File: src/hdl/efm_params.svh
/*
 * Constants of the frame-check and lane-marker block: framing bytes, CRC
 * constants, limits and the default lane marker values.
 * Assumes inclusion by bare name from every file that needs them.
 */
`ifndef EFM_PARAMS_SVH
`define EFM_PARAMS_SVH

`define EFM_PREAMBLE_BYTE 8'h55
`define EFM_DELIM_BYTE 8'hD5
`define EFM_PREAMBLE_LEN 3'h7
`define EFM_CRC_INIT 32'hFFFFFFFF
`define EFM_CRC_POLY 32'hEDB88320
`define EFM_CRC_RESIDUE 32'hDEBB20E3
`define EFM_FCS_LAST 2'h3
`define EFM_FCS_BYTES 3'h4
`define EFM_SHORT_LIMIT 4'h8
`define EFM_LEN_SAT 4'hF
`define EFM_LANES 20
`define EFM_LANE_LAST 5'h13
`define EFM_SPACING_DEFAULT 16'h3FFF
`define EFM_FIFO_DEPTH 8
`define EFM_MK0 64'hC16821003E97DE00
`define EFM_MK1 64'h9D718E00628E7100
`define EFM_MK2 64'h594BE800A6B41700
`define EFM_MK3 64'h4D957B00B26A8400
`define EFM_MK4 64'hF50709000AF8F600
`define EFM_MK5 64'hDD14C20022EB3D00
`define EFM_MK6 64'h9A4A260065B5D900
`define EFM_MK7 64'h7B45660084BA9900
`define EFM_MK8 64'hA02476005FDB8900
`define EFM_MK9 64'h68C9FB0097360400
`define EFM_MK10 64'hFD6C990002936600
`define EFM_MK11 64'hB9915500466EAA00
`define EFM_MK12 64'h5CB9B200A3464D00
`define EFM_MK13 64'h1AF8BD00E5074200
`define EFM_MK14 64'h83C7CA007C383500
`define EFM_MK15 64'h3536CD00CAC93200
`define EFM_MK16 64'hC4314C003BCEB300
`define EFM_MK17 64'hADD6B70052294800
`define EFM_MK18 64'h5F662A00A099D500
`define EFM_MK19 64'hC0F0E5003F0F1A00

`endif

File: src/hdl/efm_pkg.sv
/*
 * Types shared by the frame-check and lane-marker block.
 * Assumes nothing beyond a SystemVerilog compiler.
 */
package efm_pkg;
    typedef logic [7:0] efm_byte_t;
    typedef enum logic
    {
        EFM_TX_DATA = 1'b0,
        EFM_TX_FCS = 1'b1
    } efm_tx_state_t;
    typedef enum logic [1:0]
    {
        EFM_RX_PRE = 2'b00,
        EFM_RX_SFD = 2'b01,
        EFM_RX_DATA = 2'b11,
        EFM_RX_FLUSH = 2'b10
    } efm_rx_state_t;
endpackage

File: src/hdl/efm_fifo.sv
/*
 * Small synchronous FIFO with valid/ready on both sides.
 * Assumes DEPTH is a power of two and one clock for both sides.
 */
`timescale 1ns/100ps
module efm_fifo #(
    parameter int WIDTH = 9,
    parameter int DEPTH = 8
) (
    input wire logic clk,
    input wire logic rst_n,
    input wire logic in_valid,
    output logic in_ready,
    input wire logic [WIDTH-1:0] in_data,
    output logic out_valid,
    input wire logic out_ready,
    output logic [WIDTH-1:0] out_data
);
    localparam int AW = $clog2(DEPTH);
    logic [WIDTH-1:0] mem_q [DEPTH];
    logic [AW:0] wr_q;
    logic [AW:0] wr_d;
    logic [AW:0] rd_q;
    logic [AW:0] rd_d;
    logic push;
    logic pop;

    // Full compares the wrap bit as well, so all DEPTH slots are usable.
    assign in_ready = (wr_q ^ rd_q) != {1'b1, {AW{1'b0}}};
    assign out_valid = wr_q != rd_q;
    assign out_data = mem_q[rd_q[AW-1:0]];
    assign push = in_valid && in_ready;
    assign pop = out_valid && out_ready;

    always_comb
    begin
        wr_d = push ? wr_q + 1'b1 : wr_q;
        rd_d = pop ? rd_q + 1'b1 : rd_q;
    end

    always_ff @(posedge clk or negedge rst_n)
    begin
        if (!rst_n)
        begin
            wr_q <= '0;
            rd_q <= '0;
            for (int i = 0; i < DEPTH; i++)
            begin
                mem_q[i] <= '0;
            end
        end
        else
        begin
            wr_q <= wr_d;
            rd_q <= rd_d;
            if (push)
            begin
                mem_q[wr_q[AW-1:0]] <= in_data;
            end
        end
    end
endmodule

File: src/hdl/efm_crc32.sv
/*
 * Byte-wide reflected Ethernet CRC-32 accumulator.
 * Assumes bytes arrive least significant bit first on the line.
 */
`timescale 1ns/100ps
`include "efm_params.svh"
module efm_crc32 (
    input wire logic clk,
    input wire logic rst_n,
    input wire logic clr,
    input wire logic en,
    input wire efm_pkg::efm_byte_t data,
    output logic [31:0] crc_q,
    output logic [31:0] crc_nxt
);
    logic [31:0] crc_d;

    function automatic logic [31:0] crc_step(input logic [31:0] c, input logic [7:0] b);
        logic [31:0] r;
        r = c ^ {24'h000000, b};
        for (int i = 0; i < 8; i++)
        begin
            r = r[0] ? ((r >> 1) ^ `EFM_CRC_POLY) : (r >> 1);
        end
        return r;
    endfunction

    always_comb
    begin
        crc_nxt = crc_step(crc_q, data);
        crc_d = clr ? `EFM_CRC_INIT : (en ? crc_nxt : crc_q);
    end

    always_ff @(posedge clk or negedge rst_n)
    begin
        if (!rst_n)
        begin
            crc_q <= `EFM_CRC_INIT;
        end
        else
        begin
            crc_q <= crc_d;
        end
    end
endmodule

File: src/hdl/efm_top.sv
/*
 * Transmit FCS insertion and checking, lane marker scheduling, receive
 * preamble and delimiter checks and receive FCS removal on byte streams.
 * Assumes configuration inputs come from logic on clk and stay stable.
 */
// Function
// - Insertion on appends the computed FCS to each frame; off appends nothing.
// - Ignore setting, only with insertion off, counts bad-FCS frames as good.
// - Ignore off, insertion off: bad FCS flags bad and stomped, not good.
// - Marker spacing in words equals the configured value plus one.
// - Lanes 0 to 2 markers are configurable, with their default values.
// - Lanes 3 to 5 markers are configurable, with their default values.
// - Lanes 6 to 8 markers are configurable, with their default values.
// - Lanes 9 to 11 markers are configurable, with their default values.
// - Lanes 12 to 14 markers are configurable, with their default values.
// - Lanes 15 to 17 markers are configurable, with their default values.
// - Lanes 18 and 19 markers are configurable, with their default values.
// - Preamble check on verifies each received preamble; off skips it.
// - Delimiter check on verifies each start delimiter; off skips it.
// - Strip on removes the received FCS; off delivers it intact.
// - Frames of eight bytes or fewer keep their FCS even with strip on.
`timescale 1ns/100ps
`include "efm_params.svh"
module efm_top #(
    parameter int FIFO_DEPTH = `EFM_FIFO_DEPTH
) (
    input wire logic clk,
    input wire logic rst_n,
    input wire logic tx_fcs_insert_on,
    input wire logic tx_fcs_ignore_on,
    input wire logic [15:0] tx_marker_spacing_m1,
    input wire logic tx_marker_custom_on,
    input wire logic [`EFM_LANES*64-1:0] tx_lane_marker_value_n,
    input wire logic tx_in_valid,
    output logic tx_in_ready,
    input wire efm_pkg::efm_byte_t tx_in_data,
    input wire logic tx_in_last,
    output logic tx_out_valid,
    input wire logic tx_out_ready,
    output efm_pkg::efm_byte_t tx_out_data,
    output logic tx_out_last,
    output logic tx_good_pkt,
    output logic tx_bad_fcs,
    output logic crc_stomped_flag,
    output logic tx_marker_valid,
    output logic [4:0] tx_marker_lane,
    output logic [63:0] tx_marker_data,
    input wire logic rx_preamble_verify_on,
    input wire logic rx_delimiter_verify_on,
    input wire logic rx_crc_strip_on,
    input wire logic rx_in_valid,
    output logic rx_in_ready,
    input wire efm_pkg::efm_byte_t rx_in_data,
    input wire logic rx_in_last,
    output logic rx_out_valid,
    output efm_pkg::efm_byte_t rx_out_data,
    output logic rx_out_last,
    output logic rx_preamble_err,
    output logic rx_delimiter_err
);
    localparam logic [63:0] LANE_DFLT [`EFM_LANES] = '{`EFM_MK0, `EFM_MK1, `EFM_MK2,
        `EFM_MK3, `EFM_MK4, `EFM_MK5, `EFM_MK6, `EFM_MK7, `EFM_MK8, `EFM_MK9, `EFM_MK10,
        `EFM_MK11, `EFM_MK12, `EFM_MK13, `EFM_MK14, `EFM_MK15, `EFM_MK16, `EFM_MK17,
        `EFM_MK18, `EFM_MK19};

    // Transmit side state.
    efm_pkg::efm_tx_state_t tx_state_q, tx_state_d;
    logic [1:0] fcs_cnt_q, fcs_cnt_d;
    logic tx_valid_q, tx_valid_d, tx_last_q, tx_last_d;
    efm_pkg::efm_byte_t tx_data_q, tx_data_d;
    logic good_q, good_d, bad_q, bad_d;
    logic fifo_valid, fifo_ready, can_load, crc_clr, crc_en, last_take;
    logic [8:0] fifo_data;
    logic [31:0] crc_q, crc_nxt;

    efm_fifo #(.WIDTH(9), .DEPTH(FIFO_DEPTH)) u_fifo (
        .clk(clk),
        .rst_n(rst_n),
        .in_valid(tx_in_valid),
        .in_ready(tx_in_ready),
        .in_data({tx_in_last, tx_in_data}),
        .out_valid(fifo_valid),
        .out_ready(fifo_ready),
        .out_data(fifo_data)
    );

    efm_crc32 u_crc (
        .clk(clk),
        .rst_n(rst_n),
        .clr(crc_clr),
        .en(crc_en),
        .data(fifo_data[7:0]),
        .crc_q(crc_q),
        .crc_nxt(crc_nxt)
    );

    // The insertion setting is read live; its value when a frame's last byte is taken decides that frame's FCS.
    always_comb
    begin
        tx_state_d = tx_state_q;
        fcs_cnt_d = fcs_cnt_q;
        tx_valid_d = tx_valid_q && !tx_out_ready;
        tx_last_d = tx_last_q;
        tx_data_d = tx_data_q;
        good_d = 1'b0;
        bad_d = 1'b0;
        crc_clr = 1'b0;
        crc_en = 1'b0;
        fifo_ready = 1'b0;
        can_load = !tx_valid_q || tx_out_ready;
        last_take = 1'b0;
        unique case (tx_state_q)
            efm_pkg::EFM_TX_DATA:
            begin
                fifo_ready = can_load;
                if (fifo_valid && can_load)
                begin
                    tx_valid_d = 1'b1;
                    tx_data_d = fifo_data[7:0];
                    tx_last_d = fifo_data[8] && !tx_fcs_insert_on;
                    crc_en = 1'b1;
                    if (fifo_data[8])
                    begin
                        last_take = 1'b1;
                        if (tx_fcs_insert_on)
                        begin
                            tx_state_d = efm_pkg::EFM_TX_FCS;
                            fcs_cnt_d = 2'h0;
                        end
                        else
                        begin
                            crc_clr = 1'b1;
                            good_d = (crc_nxt == `EFM_CRC_RESIDUE) || tx_fcs_ignore_on;
                            bad_d = (crc_nxt != `EFM_CRC_RESIDUE) && !tx_fcs_ignore_on;
                        end
                    end
                end
            end
            efm_pkg::EFM_TX_FCS:
            begin
                if (can_load)
                begin
                    tx_valid_d = 1'b1;
                    tx_data_d = ~crc_q[8*fcs_cnt_q +: 8];
                    tx_last_d = fcs_cnt_q == `EFM_FCS_LAST;
                    fcs_cnt_d = fcs_cnt_q + 2'h1;
                    if (fcs_cnt_q == `EFM_FCS_LAST)
                    begin
                        tx_state_d = efm_pkg::EFM_TX_DATA;
                        crc_clr = 1'b1;
                        good_d = 1'b1;
                    end
                end
            end
        endcase
    end

    always_ff @(posedge clk or negedge rst_n)
    begin
        if (!rst_n)
        begin
            tx_state_q <= efm_pkg::EFM_TX_DATA;
            fcs_cnt_q <= 2'h0;
            tx_valid_q <= 1'b0;
            tx_last_q <= 1'b0;
            tx_data_q <= 8'h00;
            good_q <= 1'b0;
            bad_q <= 1'b0;
        end
        else
        begin
            tx_state_q <= tx_state_d;
            fcs_cnt_q <= fcs_cnt_d;
            tx_valid_q <= tx_valid_d;
            tx_last_q <= tx_last_d;
            tx_data_q <= tx_data_d;
            good_q <= good_d;
            bad_q <= bad_d;
        end
    end

    assign tx_out_valid = tx_valid_q;
    assign tx_out_data = tx_data_q;
    assign tx_out_last = tx_last_q;
    assign tx_good_pkt = good_q;
    assign tx_bad_fcs = bad_q;
    assign crc_stomped_flag = bad_q;

    // Lane marker scheduler: one marker slot after every spacing plus one words.
    logic [63:0] lane_val [`EFM_LANES];
    logic [16:0] mk_cnt_q, mk_cnt_d;
    logic [4:0] mk_lane_q, mk_lane_d;
    logic mk_valid_q, mk_valid_d;
    logic [63:0] mk_data_q, mk_data_d;
    logic [4:0] mk_lane_out_q, mk_lane_out_d;
    logic mk_slot;

    for (genvar g = 0; g < `EFM_LANES; g++)
    begin : g_lane
        assign lane_val[g] = tx_marker_custom_on ? tx_lane_marker_value_n[64*g +: 64]
            : LANE_DFLT[g];
    end

    always_comb
    begin
        mk_slot = mk_cnt_q >= {1'b0, tx_marker_spacing_m1} + 17'h1;
        mk_cnt_d = mk_slot ? 17'h0 : mk_cnt_q + 17'h1;
        mk_lane_d = mk_lane_q;
        mk_valid_d = mk_slot;
        mk_data_d = mk_data_q;
        mk_lane_out_d = mk_lane_out_q;
        if (mk_slot)
        begin
            mk_data_d = lane_val[mk_lane_q];
            mk_lane_out_d = mk_lane_q;
            mk_lane_d = (mk_lane_q == `EFM_LANE_LAST) ? 5'h0 : mk_lane_q + 5'h1;
        end
    end

    always_ff @(posedge clk or negedge rst_n)
    begin
        if (!rst_n)
        begin
            mk_cnt_q <= 17'h0;
            mk_lane_q <= 5'h0;
            mk_valid_q <= 1'b0;
            mk_data_q <= 64'h0;
            mk_lane_out_q <= 5'h0;
        end
        else
        begin
            mk_cnt_q <= mk_cnt_d;
            mk_lane_q <= mk_lane_d;
            mk_valid_q <= mk_valid_d;
            mk_data_q <= mk_data_d;
            mk_lane_out_q <= mk_lane_out_d;
        end
    end

    assign tx_marker_valid = mk_valid_q;
    assign tx_marker_lane = mk_lane_out_q;
    assign tx_marker_data = mk_data_q;

    // Receive side: four bytes are held back so the FCS can be dropped at the end.
    efm_pkg::efm_rx_state_t rx_state_q, rx_state_d;
    logic [2:0] pre_cnt_q, pre_cnt_d, hcnt_q, hcnt_d;
    logic [3:0] len_q, len_d;
    efm_pkg::efm_byte_t hold_q [4];
    efm_pkg::efm_byte_t hold_d [4];
    logic ro_valid_q, ro_valid_d, ro_last_q, ro_last_d, pe_q, pe_d, de_q, de_d;
    efm_pkg::efm_byte_t ro_data_q, ro_data_d;
    logic rx_take;

    assign rx_in_ready = rx_state_q != efm_pkg::EFM_RX_FLUSH;
    assign rx_take = rx_in_valid && rx_in_ready;

    always_comb
    begin
        rx_state_d = rx_state_q;
        pre_cnt_d = pre_cnt_q;
        hcnt_d = hcnt_q;
        len_d = len_q;
        hold_d = hold_q;
        ro_valid_d = 1'b0;
        ro_last_d = 1'b0;
        ro_data_d = ro_data_q;
        pe_d = 1'b0;
        de_d = 1'b0;
        unique case (rx_state_q)
            efm_pkg::EFM_RX_PRE:
            begin
                if (rx_take)
                begin
                    pe_d = rx_preamble_verify_on && rx_in_data != `EFM_PREAMBLE_BYTE;
                    pre_cnt_d = pre_cnt_q + 3'h1;
                    if (pre_cnt_q == `EFM_PREAMBLE_LEN - 3'h1)
                    begin
                        rx_state_d = efm_pkg::EFM_RX_SFD;
                    end
                end
            end
            efm_pkg::EFM_RX_SFD:
            begin
                if (rx_take)
                begin
                    de_d = rx_delimiter_verify_on && rx_in_data != `EFM_DELIM_BYTE;
                    rx_state_d = efm_pkg::EFM_RX_DATA;
                    pre_cnt_d = 3'h0;
                    hcnt_d = 3'h0;
                    len_d = 4'h0;
                end
            end
            efm_pkg::EFM_RX_DATA:
            begin
                if (rx_take)
                begin
                    len_d = (len_q == `EFM_LEN_SAT) ? len_q : len_q + 4'h1;
                    if (hcnt_q == `EFM_FCS_BYTES)
                    begin
                        ro_valid_d = 1'b1;
                        ro_data_d = hold_q[0];
                        hold_d[0] = hold_q[1];
                        hold_d[1] = hold_q[2];
                        hold_d[2] = hold_q[3];
                        hold_d[3] = rx_in_data;
                    end
                    else
                    begin
                        hold_d[hcnt_q[1:0]] = rx_in_data;
                        hcnt_d = hcnt_q + 3'h1;
                    end
                    if (rx_in_last)
                    begin
                        if (rx_crc_strip_on && len_d > `EFM_SHORT_LIMIT)
                        begin
                            ro_last_d = 1'b1;
                            rx_state_d = efm_pkg::EFM_RX_PRE;
                        end
                        else
                        begin
                            rx_state_d = efm_pkg::EFM_RX_FLUSH;
                        end
                    end
                end
            end
            efm_pkg::EFM_RX_FLUSH:
            begin
                ro_valid_d = 1'b1;
                ro_data_d = hold_q[0];
                ro_last_d = hcnt_q == 3'h1;
                hold_d[0] = hold_q[1];
                hold_d[1] = hold_q[2];
                hold_d[2] = hold_q[3];
                hcnt_d = hcnt_q - 3'h1;
                if (hcnt_q == 3'h1)
                begin
                    rx_state_d = efm_pkg::EFM_RX_PRE;
                end
            end
        endcase
    end

    always_ff @(posedge clk or negedge rst_n)
    begin
        if (!rst_n)
        begin
            rx_state_q <= efm_pkg::EFM_RX_PRE;
            pre_cnt_q <= 3'h0;
            hcnt_q <= 3'h0;
            len_q <= 4'h0;
            hold_q <= '{default: 8'h00};
            ro_valid_q <= 1'b0;
            ro_last_q <= 1'b0;
            ro_data_q <= 8'h00;
            pe_q <= 1'b0;
            de_q <= 1'b0;
        end
        else
        begin
            rx_state_q <= rx_state_d;
            pre_cnt_q <= pre_cnt_d;
            hcnt_q <= hcnt_d;
            len_q <= len_d;
            hold_q <= hold_d;
            ro_valid_q <= ro_valid_d;
            ro_last_q <= ro_last_d;
            ro_data_q <= ro_data_d;
            pe_q <= pe_d;
            de_q <= de_d;
        end
    end

    assign rx_out_valid = ro_valid_q;
    assign rx_out_data = ro_data_q;
    assign rx_out_last = ro_last_q;
    assign rx_preamble_err = pe_q;
    assign rx_delimiter_err = de_q;

    property p_ins_goes_fcs;
        @(posedge clk) disable iff (!rst_n)
        (last_take && tx_fcs_insert_on) |=> (tx_state_q == efm_pkg::EFM_TX_FCS) && !tx_last_q;
    endproperty
    a_ins_goes_fcs: assert property (p_ins_goes_fcs) else $error("FCS not appended");

    property p_noins_last;
        @(posedge clk) disable iff (!rst_n)
        (last_take && !tx_fcs_insert_on) |=> tx_last_q && tx_valid_q && (good_q || bad_q);
    endproperty
    a_noins_last: assert property (p_noins_last) else $error("Frame not ended as sent");

    property p_ignore_good;
        @(posedge clk) disable iff (!rst_n)
        (last_take && !tx_fcs_insert_on && tx_fcs_ignore_on) |=> good_q && !bad_q;
    endproperty
    a_ignore_good: assert property (p_ignore_good) else $error("Ignored FCS not good");

    property p_bad_flags;
        @(posedge clk) disable iff (!rst_n)
        bad_q |-> crc_stomped_flag && !good_q && !$past(tx_fcs_ignore_on);
    endproperty
    a_bad_flags: assert property (p_bad_flags) else $error("Bad FCS flags wrong");

    property p_marker_spacing;
        @(posedge clk) disable iff (!rst_n)
        $rose(mk_valid_q) |=> !mk_valid_q [*1] ##0 (mk_cnt_q == 17'h1);
    endproperty
    a_marker_spacing: assert property (p_marker_spacing) else $error("Marker spacing wrong");

    property p_lane0_default;
        @(posedge clk) disable iff (!rst_n)
        (mk_slot && !tx_marker_custom_on && mk_lane_q == 5'h0) |=> mk_data_q == `EFM_MK0;
    endproperty
    a_lane0_default: assert property (p_lane0_default) else $error("Lane 0 marker wrong");

    property p_pre_err;
        @(posedge clk) disable iff (!rst_n)
        pe_q |-> $past(rx_preamble_verify_on) && $past(rx_state_q) == efm_pkg::EFM_RX_PRE;
    endproperty
    a_pre_err: assert property (p_pre_err) else $error("Preamble error unjustified");

    property p_sfd_err;
        @(posedge clk) disable iff (!rst_n)
        de_q |-> $past(rx_delimiter_verify_on) && $past(rx_in_data) != `EFM_DELIM_BYTE;
    endproperty
    a_sfd_err: assert property (p_sfd_err) else $error("Delimiter error unjustified");

    property p_short_keeps;
        @(posedge clk) disable iff (!rst_n)
        (rx_take && rx_in_last && rx_state_q == efm_pkg::EFM_RX_DATA && len_d <= `EFM_SHORT_LIMIT)
            |=> rx_state_q == efm_pkg::EFM_RX_FLUSH;
    endproperty
    a_short_keeps: assert property (p_short_keeps) else $error("Short frame lost FCS");
endmodule

File: config.mk
export PLATFORM = sky130hd
export DESIGN_NAME = efm_top
export DESIGN_NICKNAME = d
export VERILOG_FILES = /design/src/hdl/efm_pkg.sv /design/src/hdl/efm_fifo.sv /design/src/hdl/efm_crc32.sv /design/src/hdl/efm_top.sv
export VERILOG_INCLUDE_DIRS = /design/src /design/src/hdl
export SDC_FILE = /design/constraint.sdc
export NUM_CORES = 1
export LEC_CHECK = 0
export BUFFER_PORTS_ARGS = -buffer_cell sky130_fd_sc_hd__buf_2
export CAP_MARGIN = 20
export CELL_PAD_IN_SITES_DETAIL_PLACEMENT = 1
export CELL_PAD_IN_SITES_GLOBAL_PLACEMENT = 1
export CORE_AREA = 5 5 548 550
export CTS_CLUSTER_SIZE = 24
export DETAILED_ROUTE_END_ITERATION = 16
export DIE_AREA = 0 0 553 555
export MAX_ROUTING_LAYER = met4
export PLACE_DENSITY = 0.33
export SLEW_MARGIN = 25
export SYNTH_ARGS = -nofsm -noshare
export SYNTH_HDL_FRONTEND = slang
export SYNTH_SLANG_ARGS = --single-unit
File: constraint.sdc
create_clock -name clk -period 9 [get_ports clk]
set_input_delay 0 -clock clk [delete_from_list [all_inputs] [get_ports clk]]
set_output_delay 0 -clock clk [all_outputs]
set_load 0.005 [all_outputs]
==> results.py <==
metrics = {
    "timing": {
        "skew_ps": 32.6,
        "setup_ws_ps": 4180,
        "setup_tns_ps": 0,
        "drv_slew": 0,
        "finalCriticalPeriod_ps": 4820,
        "max_slew_margin": 0.110,
        "hold_violations": 0,
        "maxClockFrequency_mhz": 208,
        "timing.final.crit_share": 0.535,
        "rsz0062_at_grt": "no",
        "worstMarginPinSlew_ps": 1330,
        "setup_violations": 0,
    },
    "synthesis": {
        "syn_inst": 2959,
        "yosys_warnings": 0,
        "async_reset_ff_frac": 1.00,
        "avgSynthCellArea_sq_um": 8.90,
        "synthFlopType": "dfrtp_1",
        "synth_enable_flop_cells": 0,
        "synth-seq-cells": 275,
        "synth_area_sq_um": 26300,
        "synth.distinct_cells": 83,
        "ys_seq_area_frac": 0.263,
        "synth_fp_nets": 4320,
    },
    "global_routing": {
        "grt_first_pass_wirelength_um": 369000,
        "overflow": 0,
        "grt_pass1_vias": 33700,
        "track_usage": 0.187,
        "grt_start_max_net_pins": 122,
        "antenna_found_initial": 243,
    },
    "worst_hold_path": {
        "min_from": "tx_lane_marker_value_n[1220]",
        "whs_path_depth": 5,
        "hold_class": "input port to flop",
        "hold_end": "tx_marker_data[4]",
    },
    "outcome": {
        "status": "finished, final reports clean",
    },
    "clock_network": {
        "clk_path_buf_depth": 3,
        "cts.repair.resized": 0,
        "clock_sinks": 275,
        "cts_tree": "yes",
        "insertion_delay_ps": 620,
        "htreeDepth": 2,
        "numCtsBuffers": 42,
        "cts_setup_buffers": 0,
        "cts_root_buf": "clkbuf_16",
        "clk_pin_slew_ps": 60,
    },
    "cells_and_area": {
        "final_util": 0.138,
        "nFillCells": 35400,
        "final_cell_area_sq_um": 40900,
        "nets": 5648,
        "syn2layout_area_growth_pct": 55.1,
        "ff_latch_area_sq_um": 6940,
        "final_layout_size_suffix_gt1_frac": 0.473,
        "multi_input_area_sq_um": 18300,
    },
    "route": {
        "viasPerCell": 3.82,
        "routed_wl_um": 293000,
        "drt_iter0_markers": 2416,
        "vias": 32400,
        "drc": 0,
        "routedWlPerCell_um": 34.5,
        "ant_nets": 0,
        "first_pass_iters": 5,
    },
    "critical_path": {
        "path_cells": "nor2b_1 > a22oi_1 > nand2_1 > xor2_4 > xnor2_2 > inv_2 > xnor3_1 > nor4_1 > a32o_1 > a41oi_1 > nor2b_1 > dlygate4sd3_1",
        "r2r_cells": 12,
        "max_stage_delay_ps": 700,
        "cpMostUsedCell": "nor2b_1",
        "reg2reg_slack_ps": 4180,
        "crit_path_max_fanout": 10,
        "cpMaxStageDelayCell": "nor2b_1",
        "r2r_start": "u_fifo.rd_q[2]",
        "crit_type": "flop to flop",
        "end_kind": "flop",
        "r2r-end": "crc_stomped_flag",
        "worst_ep_arrival_time_ps": 5320,
        "startpoint_type": "flop",
        "required_ps": 9510,
    },
    "die": {
        "ios": 1422,
        "die_width_um": 553,
        "design.core.area_sq_um": 295000,
        "start_util": 0.0892,
        "fp.dieH_um": 555,
        "row_count": 200,
        "die_area_sq_um": 307000,
    },
    "placed_design": {
        "placed_cell_area_sq_um": 38200,
        "gp_congestion": 0.917,
        "port_buffers": 1421,
        "dp_hpwl_um": 251000,
        "pre_cts_ws_ps": 4110,
    },
    "power_and_ir_drop": {
        "power_w": 0.0100,
        "vdd_drop_max_mv": 0.247,
        "powerDensity_nw_per_um2": 245,
        "p_leak_nw": 17.9,
    },
    "run": {
        "drv_cap": 0,
    },
}
[worst max-delay path by stage]
stage / slack, ps / to / from / depth (start not counted)
6_report: 4180 / crc_stomped_flag / u_fifo.rd_q[2] / 12
3_5_place_dp: 4110 / tx_marker_data[15] / mk_lane_q[0] / 10
3_3_place_gp: 4160 / tx_marker_data[15] / mk_lane_q[0] / 10
4_1_cts: 4090 / tx_marker_data[15] / mk_lane_q[0] / 10
5_1_grt: 3920 / tx_marker_data[15] / mk_lane_q[0] / 10
2_1_floorplan: 5860 / tx_marker_data[11] / tx_marker_spacing_m1[0] / 18
[flip-flops by register name (all words and copies together) (netlist names), 4 cells and up]
name,count
u_fifo.mem_q,72
tx_marker_data,64
hold_q,32
u_crc.crc_q,32
mk_cnt_q,17
rx_out_data,8
tx_out_data,8
mk_lane_q,5
tx_marker_lane,5
len_q,4
u_fifo.rd_q,4
u_fifo.wr_q,4
[synth_stat cells (all sizes together) (44+ instances only)]
cell type | number | area (sq um)
a21oi | 334 | 1680
nor2 | 269 | 1050
dfrtp | 243 | 6080
o21ai | 240 | 1200
nand2 | 237 | 892
mux2 | 229 | 2580
clkbuf | 198 | 743
mux2i | 181 | 1810
mux4 | 142 | 3200
buf | 75 | 363
xnor2 | 70 | 662
inv | 64 | 240
a22oi | 58 | 440
nand3 | 56 | 280
o22ai | 50 | 313
a211oi | 48 | 360
xor2 | 46 | 474
a22o | 44 | 385
[metal layers]
metal	vias up	part of all wire	global-route usage	routed length [um]
met3	312	0.084	0.0608	24600
met1	16500	0.44	0.235	129000
met4	0	0.025	0.0404	7220
met5	-	0	-	0
li1	14000	-	-	-
met2	1605	0.45	0.293	132000
[final cells by class]
class / count / area share
clock buffer: 59 / 0.0292
sequential: 275 / 0.170
tap: 3939 / 0.121
clock inverter: 19 / 0.00631
antenna: 231 / 0.0141
timing repair buffer: 1557 / 0.207
multi-input combinational: 2347 / 0.447
inverter: 64 / 0.00612
[worst max-delay path, delay by kind of cell (launching register included)]
kind | cells | cell delay, ps
compound gates | 3 | 700
xor+xnor | 3 | 1120
flops | 1 | 520
buf+inv | 2 | 700
simple gates | 4 | 1670
[report_power, final]
| part | leakage [nW] | internal [W] | switching (W) |
|---|---|---|---|
| clock | 0.706 | 0.00105 | 0.000729 |
| combinational | 13.8 | 0.00256 | 0.00351 |
| sequential | 3.41 | 0.00174 | 0.000439 |
| total | 17.9 | 0.00535 | 0.00468 |
[repair_timing]
item / in CTS / in global routing
hold buffers: 63 / 0
endpoints found under the setup margin: 0 / 0
endpoints found under the hold margin: 183 / 0
[logic make-up after synthesis]
family	synth area share
compound gates	0.217
flops	0.263
xor+xnor	0.0457
mux	0.288
fa+ha+maj	0.0171
simple gates	0.118
buf+inv	0.0511
[through the flow]
stage / std cells / hold WS (ps)
after floorplan: 2959 / -296
after global placement: 8118 / -53.2
after detailed placement: 8119 / -62.8
after CTS: 8260 / 1.39
after global routing: 8456 / 39.3
final: 8491 / 57.7
[layout by cell type, fill, tap and decap left out, types with 29 or more instances in the layout]
master | netlist | layout
nor3_1 | 33 | 29
xnor2_1 | 65 | 65
a22o_1 | 44 | 44
inv_1 | 62 | 60
a211oi_1 | 48 | 45
mux2i_1 | 181 | 177
dfstp_2 | 32 | 32
buf_2 | 15 | 1419
buf_4 | 4 | 62
a22oi_1 | 57 | 57
diode_2 | 0 | 231
mux2_2 | 229 | 229
nand2_1 | 236 | 232
o22ai_1 | 50 | 50
nand3_1 | 56 | 56
mux4_2 | 142 | 142
o21ai_0 | 233 | 226
ha_1 | 36 | 36
a21oi_1 | 332 | 332
dfrtp_1 | 243 | 237
clkbuf_16 | 0 | 42
dlygate4sd3_1 | 0 | 62
nor2_1 | 264 | 260
xor2_1 | 41 | 41
(Power assumes the default switching activity.)
